--- config.mk ---
export PLATFORM = sky130hd
export DESIGN_NAME = wspc_power_seq
export DESIGN_NICKNAME = d
export VERILOG_FILES = /design/src/rtl/wspc_power_seq.v
export VERILOG_INCLUDE_DIRS = /design/src /design/src/rtl
export SDC_FILE = /design/constraint.sdc
export NUM_CORES = 1
export LEC_CHECK = 0
export ABC_AREA = 1
export BUFFER_PORTS_ARGS = -buffer_cell sky130_fd_sc_hd__buf_2
export CAP_MARGIN = 25
export CORE_ASPECT_RATIO = 1.2
export CORE_MARGIN = 8
export CORE_UTILIZATION = 35
export DETAILED_ROUTE_END_ITERATION = 7
export MAX_ROUTING_LAYER = met4
export PLACE_DENSITY = 0.65
export SKIP_CTS_REPAIR_TIMING = 1
export SYNTH_ARGS = -nofsm -noshare
export SYNTH_HDL_FRONTEND = slang
export SYNTH_SLANG_ARGS = --single-unit
--- constraint.sdc ---
create_clock -name CORE_CLK_I -period 1.65 [get_ports CORE_CLK_I]
set_clock_uncertainty 0.15 [all_clocks]
set_input_delay 0.33 -clock CORE_CLK_I [delete_from_list [all_inputs] [get_ports CORE_CLK_I]]
set_output_delay 0.33 -clock CORE_CLK_I [all_outputs]
set_load 0.01 [all_outputs]
--- src/rtl/wspc_consts.vh ---
`ifndef WSPC_CONSTS_VH
`define WSPC_CONSTS_VH

// ----------------------------------------------------------------
// Context codes
// ----------------------------------------------------------------
`define WSPC_CTX_W 2
`define WSPC_CTX_MAIN 2'h0
`define WSPC_CTX_IRQ 2'h1
`define WSPC_CTX_NMI 2'h2

// ----------------------------------------------------------------
// Resume actions
// ----------------------------------------------------------------
`define WSPC_ACT_W 2
`define WSPC_ACT_NONE 2'h0
`define WSPC_ACT_NEXT 2'h1
`define WSPC_ACT_IRQ 2'h2
`define WSPC_ACT_NMI 2'h3

// ----------------------------------------------------------------
// Oscillator settle wait
// ----------------------------------------------------------------
`define WSPC_SETTLE_W 16
`define WSPC_SETTLE_DEF 16'h0400
`define WSPC_CNT_ONE 16'h0001
`define WSPC_CNT_ZERO 16'h0000

`endif

--- src/rtl/wspc_power_seq.v ---
// Notes on behaviour
// RULE1: Wait instruction freezes core, peripherals run.
// RULE2: Oscillator stays on during wait.
// RULE3: Pin or watchdog reset in wait resets.
// RULE4: Wait wake by interrupt: no settle delay.
// RULE5: Active watchdog turns stop into wait.
// RULE6: Stop halts oscillator until interrupt or reset; code wakes stop only on external or NMI requests or the reset pin.
// RULE7: Memory and registers kept in low power.
// RULE8: Reset pin during stop starts reset.
// RULE9: Stop wake inserts oscillator settle wait.
// RULE10: Wake leaves oscillator selection unchanged.
// RULE11: Main context: service routine first, then next.
// RULE12: NMI context: continue next, stay NMI.
// RULE13: IRQ context, IRQ wake: continue routine.
// RULE14: IRQ context, NMI wake: NMI then resume.
// RULE15: Global enable clear: only reset wakes.
// RULE16: Pending enabled request: low-power instruction ignored.
// RULE17: Software powers down peripherals before stop.
// RULE18: Global enable gates maskable, NMI stays.
// RULE19: Settle wait is a parameter clock count.
`include "wspc_consts.vh"
`timescale 1ns/1ps

module wspc_power_seq #(
    parameter [`WSPC_SETTLE_W-1:0] SETTLE_CYCLES = `WSPC_SETTLE_DEF
) (
    // Clock, reset, enable
    input wire CORE_CLK_I,
    input wire RESETN_I,
    input wire CLK_EN_I,
    // Core requests (same clock)
    input wire WAIT_EXEC_I,
    input wire STOP_EXEC_I,
    input wire IN_IRQ_CTX_I,
    input wire IN_NMI_CTX_I,
    input wire GLOBAL_INTERRUPT_ENABLE_I,
    // Wake sources from pins and peripherals (asynchronous)
    input wire NMI_REQ_I,
    input wire IRQ_REQ_I,
    input wire EXT_IRQ_REQ_I,
    input wire RESET_PIN_N_I,
    input wire WDOG_RESET_I,
    input wire WDOG_ACTIVE_I,
    // Outputs to core and clock tree
    output reg CORE_HOLD_O,
    output reg OSC_RUN_O,
    output reg PERIPH_CLK_EN_O,
    output reg SYS_RESET_REQ_O,
    output reg RESUME_PULSE_O,
    output reg [`WSPC_ACT_W-1:0] RESUME_ACT_O,
    output reg WAIT_STATE_O,
    output reg STOP_STATE_O
);

// ----------------------------------------------------------------
// States
// ----------------------------------------------------------------
localparam [3:0] ST_RUN = 4'h1;
localparam [3:0] ST_WAIT = 4'h2;
localparam [3:0] ST_STOP = 4'h4;
localparam [3:0] ST_SETTLE = 4'h8;

// ----------------------------------------------------------------
// Input synchronisers
// ----------------------------------------------------------------
localparam NSYNC = 6;
wire [NSYNC-1:0] async_in;
reg [NSYNC-1:0] sync1_q;
reg [NSYNC-1:0] sync2_q;
assign async_in = {WDOG_ACTIVE_I, WDOG_RESET_I, ~RESET_PIN_N_I,
                   EXT_IRQ_REQ_I, IRQ_REQ_I, NMI_REQ_I};

genvar gi;
generate
    for (gi = 0; gi < NSYNC; gi = gi + 1) begin : g_sync
        // Two-stage synchroniser per input
        always @(posedge CORE_CLK_I or negedge RESETN_I) begin
            if (!RESETN_I) begin
                sync1_q[gi] <= 1'b0;
                sync2_q[gi] <= 1'b0;
            end else if (CLK_EN_I) begin
                sync1_q[gi] <= async_in[gi];
                sync2_q[gi] <= sync1_q[gi];
            end
        end
    end
endgenerate

wire nmi_s = sync2_q[0];
wire irq_s = sync2_q[1];
wire ext_s = sync2_q[2];
wire pin_rst_s = sync2_q[3];
wire wdog_rst_s = sync2_q[4];
wire wdog_act_s = sync2_q[5];

// ----------------------------------------------------------------
// Wake qualification
// ----------------------------------------------------------------
// Maskable requests gated by global enable, NMI always pending
wire irq_en = GLOBAL_INTERRUPT_ENABLE_I & (irq_s | ext_s); // RULE18
wire pending = irq_en | nmi_s; // RULE18
// No wake at all while global enable is clear
wire wake_wait = GLOBAL_INTERRUPT_ENABLE_I & (irq_s | ext_s | nmi_s); // RULE15
// Stop only woken by external or NMI pin requests
wire wake_stop = GLOBAL_INTERRUPT_ENABLE_I & (ext_s | nmi_s); // RULE15 RULE6
wire ld_pend = GLOBAL_INTERRUPT_ENABLE_I & nmi_s;

// ----------------------------------------------------------------
// State, context and settle counter
// ----------------------------------------------------------------
reg [3:0] state_q;
reg [3:0] state_d;
reg [`WSPC_CTX_W-1:0] ctx_q;
reg [`WSPC_CTX_W-1:0] ctx_d;
reg nmi_wake_q;
reg nmi_wake_d;
reg [`WSPC_SETTLE_W-1:0] cnt_q;
reg [`WSPC_SETTLE_W-1:0] cnt_d;
reg [`WSPC_ACT_W-1:0] act_d;
reg res_d;

// Resume action from saved context and wake kind
function [`WSPC_ACT_W-1:0] pick_act;
    input [`WSPC_CTX_W-1:0] ctx;
    input by_nmi;
    begin
        case (ctx)
            `WSPC_CTX_MAIN: pick_act = by_nmi ? `WSPC_ACT_NMI : `WSPC_ACT_IRQ; // RULE11
            `WSPC_CTX_NMI: pick_act = `WSPC_ACT_NEXT; // RULE12
            `WSPC_CTX_IRQ: pick_act = by_nmi ? `WSPC_ACT_NMI : `WSPC_ACT_NEXT; // RULE13 RULE14
            default: pick_act = `WSPC_ACT_NEXT;
        endcase
    end
endfunction

wire [`WSPC_CTX_W-1:0] cur_ctx = IN_NMI_CTX_I ? `WSPC_CTX_NMI :
                                 (IN_IRQ_CTX_I ? `WSPC_CTX_IRQ : `WSPC_CTX_MAIN);
wire any_rst = pin_rst_s | wdog_rst_s;

// Next-state logic
always @* begin
    state_d = state_q;
    ctx_d = ctx_q;
    nmi_wake_d = nmi_wake_q;
    cnt_d = cnt_q;
    act_d = `WSPC_ACT_NONE;
    res_d = 1'b0;
    case (state_q)
        ST_RUN: begin
            // Instructions dropped while an enabled request pends
            if ((WAIT_EXEC_I | STOP_EXEC_I) & ~pending) begin // RULE16
                ctx_d = cur_ctx;
                if (WAIT_EXEC_I | wdog_act_s) begin // RULE5
                    state_d = ST_WAIT; // RULE1
                end else begin
                    state_d = ST_STOP; // RULE6
                end
            end
        end
        ST_WAIT: begin
            if (any_rst) begin
                state_d = ST_RUN; // RULE3
            end else if (wake_wait) begin
                // Clock never stopped, resume at once
                state_d = ST_RUN; // RULE4
                res_d = 1'b1;
                act_d = pick_act(ctx_q, ld_pend);
            end
        end
        ST_STOP: begin
            if (pin_rst_s) begin
                state_d = ST_RUN; // RULE8
            end else if (wake_stop) begin
                state_d = ST_SETTLE; // RULE9
                nmi_wake_d = ld_pend;
                cnt_d = SETTLE_CYCLES; // RULE19
            end
        end
        ST_SETTLE: begin
            if (pin_rst_s) begin
                state_d = ST_RUN; // RULE8
            end else if (cnt_q <= `WSPC_CNT_ONE) begin
                state_d = ST_RUN; // RULE9
                res_d = 1'b1;
                act_d = pick_act(ctx_q, nmi_wake_q);
                cnt_d = `WSPC_CNT_ZERO;
            end else begin
                cnt_d = cnt_q - `WSPC_CNT_ONE; // RULE19
            end
        end
        default: begin
            state_d = ST_RUN;
        end
    endcase
end

// State registers; oscillator selection is never touched here
always @(posedge CORE_CLK_I or negedge RESETN_I) begin // RULE10
    if (!RESETN_I) begin
        state_q <= ST_RUN;
        ctx_q <= `WSPC_CTX_MAIN;
        nmi_wake_q <= 1'b0;
        cnt_q <= `WSPC_CNT_ZERO;
    end else if (CLK_EN_I) begin
        state_q <= state_d;
        ctx_q <= ctx_d;
        nmi_wake_q <= nmi_wake_d;
        cnt_q <= cnt_d;
    end
end

// ----------------------------------------------------------------
// Registered outputs
// ----------------------------------------------------------------
// Retention: no state cleared on low-power entry, supplies untouched
always @(posedge CORE_CLK_I or negedge RESETN_I) begin // RULE7
    if (!RESETN_I) begin
        CORE_HOLD_O <= 1'b0;
        OSC_RUN_O <= 1'b1;
        PERIPH_CLK_EN_O <= 1'b1;
        SYS_RESET_REQ_O <= 1'b0;
        RESUME_PULSE_O <= 1'b0;
        RESUME_ACT_O <= `WSPC_ACT_NONE;
        WAIT_STATE_O <= 1'b0;
        STOP_STATE_O <= 1'b0;
    end else if (CLK_EN_I) begin
        CORE_HOLD_O <= (state_d != ST_RUN); // RULE1
        OSC_RUN_O <= (state_d != ST_STOP); // RULE2 RULE6
        PERIPH_CLK_EN_O <= (state_d != ST_STOP) & (state_d != ST_SETTLE); // RULE2
        SYS_RESET_REQ_O <= ((state_q == ST_WAIT) & any_rst) |
                           (((state_q == ST_STOP) | (state_q == ST_SETTLE)) & pin_rst_s); // RULE3 RULE8
        RESUME_PULSE_O <= res_d;
        RESUME_ACT_O <= act_d;
        WAIT_STATE_O <= (state_d == ST_WAIT);
        STOP_STATE_O <= (state_d == ST_STOP) | (state_d == ST_SETTLE);
    end
end

endmodule // wspc_power_seq

[After elaboration in Yosys (flattened, before gate mapping)]
Index checks and enable logic that the tools add are counted.
Word-level totals
  register bits: 44
  output and inout bits: 9
  logic and storage cells: 98
Cells by class
  add/sub/neg operators: 1
  $lt $le $gt $ge: 1
  eq/ne operators: 14
  muxes and demuxes: 32
  bitwise gates (word level): 21
  reduce and logical (&&, ||, !) cells: 5
Operator list (number)
  2-to-1 mux 16 bit: 4
  one-hot mux 16 bit (2 select lines): 1
  2-to-1 mux 4 bit: 7
  <= comparator 16 x 1 -> 1 bit, second input constant: 1
  one-hot mux 4 bit (4 select lines): 1
  subtractor 16 x 1 -> 16 bit, second input constant: 1
  2-to-1 mux 2 bit: 7
  one-hot mux 2 bit (2 select lines): 3
  OR 1 bit: 10
  AND 1 bit: 8
  == test 4 x 2 -> 1 bit, second input constant: 2
  == test 4 x 3 -> 1 bit, second input constant: 2
  == test 4 bit, second input constant: 2
  2-to-1 mux 1 bit: 7
  != test 2 bit, second input constant: 3
  AND reduction 5 bit: 1
  == test 4 x 1 -> 1 bit, second input constant: 1
  != test 4 x 1 -> 1 bit, second input constant: 1
  != test 4 x 3 -> 1 bit, second input constant: 1
  != test 4 bit, second input constant: 1
  AND reduction 4 bit: 1
  2-to-1 mux 3 bit: 1
  NOT 1 bit: 3
  AND reduction 3 bit: 1
  4 further kinds: 4

[Longest topological paths before layout]
  word-level depth: 9
  depth in mapped cells: 12

[Least setup slack after synthesis]
Ideal clock, no wire load.
  path type: reg2reg
  from: register cnt_q[0]
  to: register cnt_q[7]
  data arrival time: 1.311 ns
  path slack: 0.071 ns
  cell stages (with the launch flop): 10
  period minus slack after synthesis: 1.579 ns
  path through: dfrtp_1 -> inv_1 -> ha_1 -> nand2_2 -> nor2_2 -> nand2_1 -> nand2_4 -> inv_1 -> nand3_1 -> o21ai_2
Between the ends
  longest elaborated chain between the ends: 4
  elaborated cells between the ends (all ways): 5
  classes of those cells: 1 x add/sub; 1 x order compare; 3 x mux
RTL lines
  start, declared: line wspc_power_seq.v:117  | reg [`WSPC_SETTLE_W-1:0] cnt_q;
  start signal, assigned: line wspc_power_seq.v:203  | cnt_q <= `WSPC_CNT_ZERO;
  start signal, assigned: line wspc_power_seq.v:208  | cnt_q <= cnt_d;
  subtractor 16 x 1 -> 16 bit (no line) or <= comparator 16 x 1 -> 1 bit (tied branches)
  2-to-1 mux 16 bit (*): line wspc_power_seq.v:182  | end else if (cnt_q <= `WSPC_CNT_ONE) begin
  2-to-1 mux 16 bit (*): line wspc_power_seq.v:180  | if (pin_rst_s) begin
  one-hot mux 16 bit (2 select lines) (*): line wspc_power_seq.v:148  | case (state_q)
Mark *: on every way between the ends. The rest lies on a longest branch, timed or not. The select of a mux whose other input is x is not followed.
A chain may end at the register's enable or synchronous reset.

[Final worst setup path]
  from: register state_q[0]
  to: register cnt_q[13]
Between the ends
  longest elaborated chain between the ends: 3
  elaborated cells between the ends (all ways): 8
  classes of those cells: 5 x eq/ne; 1 x mux; 2 x reduce/logical
RTL lines
  start, declared: line wspc_power_seq.v:111  | reg [3:0] state_q;
  start signal, assigned: line wspc_power_seq.v:205  | state_q <= state_d;
  == test 4 x 3 -> 1 bit or == test 4 bit (tied branches)
  != test 2 bit (no line) or nonzero test 2 bit (tied branches)
  AND reduction 5 bit (no line)
Several ways; a longest one is shown, not always the timed one.

==> results.ini <==
[critical_path]
cp.arrival_ns = 1.76
reg2reg_to = cnt_q[13]$_DFFE_PN0P_
cp_data_required_time_ns = 1.70
cp.depth = 10
crit_type = register to register
r2r.worst_path.cells = 10
worstSetupStartpointType = register
cp_top_family = simple AND/OR/NAND/NOR gates
cp_max_fo = 8
cp_cell_sequence = nor2_4, nand3_4, nand2_4, nand2_2, nand2_2, nor2_4, buf_12, nand3_1, nand2_1, nor2_1
path_buf_inv = 1
r2r_slack_ns = -0.06
endpoint_kind = register
slowest_stage = dfstp_2
cpPeakStageDelay_ns = 0.57
r2r_start = state_q[0]$_DFFE_PN1P_

[place]
place_area_sq_um = 2850
place_ws_ns = -0.0642
dp_hpwl_microns = 4550
io_buffers = 22
place_inst = 469
gp_congestion = 0.921

[synth]
syn_area_sq_um = 2460
yosysSeqAreaShare_pct = 44.9
synth_area_leader_cell = dfrtp_1
synth.avg_cell_area_sq_um = 7.19
synth_top_area_share_pct = 41.7
synthFlopType = dfrtp_1
yosys_register_bits = 44
synth_cell_types = 29
yosys_warnings = 0
synth_edf_count = 0
synth_most_common_cell = nand2_1
syn_inst = 342
ys_top_cells_by_area = dfrtp_1 42%, nand2_1 19%, nor2_1 6.6%
syn-num-nets = 358
async_flop_share_pct = 100
synth_commonest_cells = 125 x nand2_1, 43 x nor2_1, 41 x dfrtp_1, 31 x nand3_1, 26 x inv_1

[floorplan]
die_area_sq_um = 9970
num_rows = 33
pin_count = 23
coreArea_sq_um = 6810
die_h_microns = 108
floorplan.initialDensity_pct = 36.1
die_x_microns = 92.5

[sta]
drv_slew = 0
worst_slew_pin_slew_ns = 0.372
post-route-period-util_pct = 104
min_period_ns = 1.71
hold_viol = 0
worst_slack_ns = -0.0626
slew_headroom_pct = 75.2
rsz0062_at_grt = true
hold_slack_ns = 0.0647
setup_violations = 18
fmax_ghz = 0.584

[worst_hold_path]
hold_start = RESET_PIN_N_I
hp-class = primary input to register
whs_path_depth = 2
hold_end = sync1_q[3]$_DFFE_PN0P_

[pwr]
ir_worst_vdd_v = 0.000445
power.leakage_nw = 1.66
powerDensity_nw_per_um2 = 1240

[detailed_routing]
drc = 0
vias = 2322
drt_first_pass_iters = 4
ant_nets = 0
avgRoutedWirePerCell_microns = 13.0
viasPerCell = 4.79
drt_iter0_drc = 79
wirelength_microns = 6300

[finish]
drive_gt1_share_pct = 29.6
synthToLayoutAreaGrowth_pct = 27.4
n_antenna_cell = 0
finalNetCount = 413
fin_cells = 485
postLayoutCoreUtil_pct = 46.0
design_area_sq_um = 3130

[clocking]
clk_latency_ns = 0.30
clockRootBuffer = clkbuf_8
clkSinkCount = 44
clk_pin_slew_ns = 0.09
clk_path_buf_depth = 2
cts_buffers = 5
cts-htree-levels = 2
tritoncts = yes

[global_routing]
grt_max_degree = 45
grt.total_usage_pct = 13.5
grt_pass1_wl_microns = 10600
antenna_found_initial = 0
overflow = 0
grt_pass1_vias = 2420

[run_status]
violations = setup timing
status = complete, but fails checks

[flow_run]
cap_violations = 0

-- per-stage QoR --
| step | TNS (ns) | power (mW) |
|---|---|---|
| 5_1_grt | -2.44 | 4.19 |
| 6_report | -0.538 | 3.90 |
| 3_5_place_dp | -0.344 | 2.99 |
| 2_1_floorplan | 0 | 2.43 |
| 4_1_cts | -0.680 | 3.77 |
| 3_3_place_gp | 0 | 2.94 |
-- flip-flops by register name, indices dropped and copies added (netlist names), 2 cells and up --
register and count:
cnt_q 16, sync1_q 6, state_q 4, RESUME_ACT_O 2, ctx_q 2
-- report_power, final --
group	total, mW	internal [mW]	switching (mW)
Sequential	1.47	1.30	0.169
Clock	0.763	0.383	0.380
Combinational	1.66	0.687	0.976
Total	3.90	2.37	1.52
-- layout make-up --
type                            instances  area (sq um)
Fill cell                             714          3680
Multi-Input combinational cell        259          1300
Sequential cell                        44          1110
Timing Repair Buffer                   57           400
Inverter                               30           115
Tap cell                               87           109
Clock buffer                            8           100
-- metal layers --
layer  up-vias  share of wire [%]  GRT usage (%)
met4         0                2.0           5.65
met1      1081                 44           14.4
met2        42                 51           23.7
met5         -                  0              -
met3        13                2.8           2.72
li1       1186                  -              -
-- worst reg2reg max path: cells and delay by family, from the launching register on --
family | cells | cell delay, ns
and+or+nand+nor | 9 | 0.76
buffers and inverters | 1 | 0.15
DFF | 1 | 0.57
-- cell families (layout without fill, tap and decap cells) --
| group | Yosys count | in the layout | synth area share (%) |
|---|---|---|---|
| compound gates | 30 | 30 | 6.77 |
| simple gates | 221 | 221 | 38.3 |
| buf+inv | 39 | 95 | 6.82 |
| fa+ha+maj | 2 | 2 | 1.02 |
| xor+xnor | 6 | 6 | 2.14 |
| flops | 44 | 44 | 44.9 |
-- worst max-delay path by stage --
stage,start,to,slack (ns)
2_1_floorplan,cnt_q[0]$_DFFE_PN0P_,cnt_q[7]$_DFFE_PN0P_,0.07
3_3_place_gp,cnt_q[7]$_DFFE_PN0P_,cnt_q[12]$_DFFE_PN0P_,0.01
3_5_place_dp,cnt_q[1]$_DFFE_PN0P_,state_q[0]$_DFFE_PN1P_,-0.06
4_1_cts,cnt_q[1]$_DFFE_PN0P_,state_q[0]$_DFFE_PN1P_,-0.09
5_1_grt,cnt_q[1]$_DFFE_PN0P_,RESUME_ACT_O[1]$_DFFE_PN0P_,-0.13
6_report,state_q[0]$_DFFE_PN1P_,cnt_q[13]$_DFFE_PN0P_,-0.06
-- cells in the final DEF, fill, tap and decap left out, drive strengths merged --
master	count
o22ai	1
a31oi	1
nand4	4
a21oi	8
dfrtp	41
inv	30
xnor2	1
o21ai	19
buf	56
nand2	129
xor2	5
nor2	51
a211oi	1
clkbuf	8
or2	1
ha	2
dlygate4sd3	1
nor3	3
dfstp	3
nand3	33
Power figures use the tool's default switching activity.
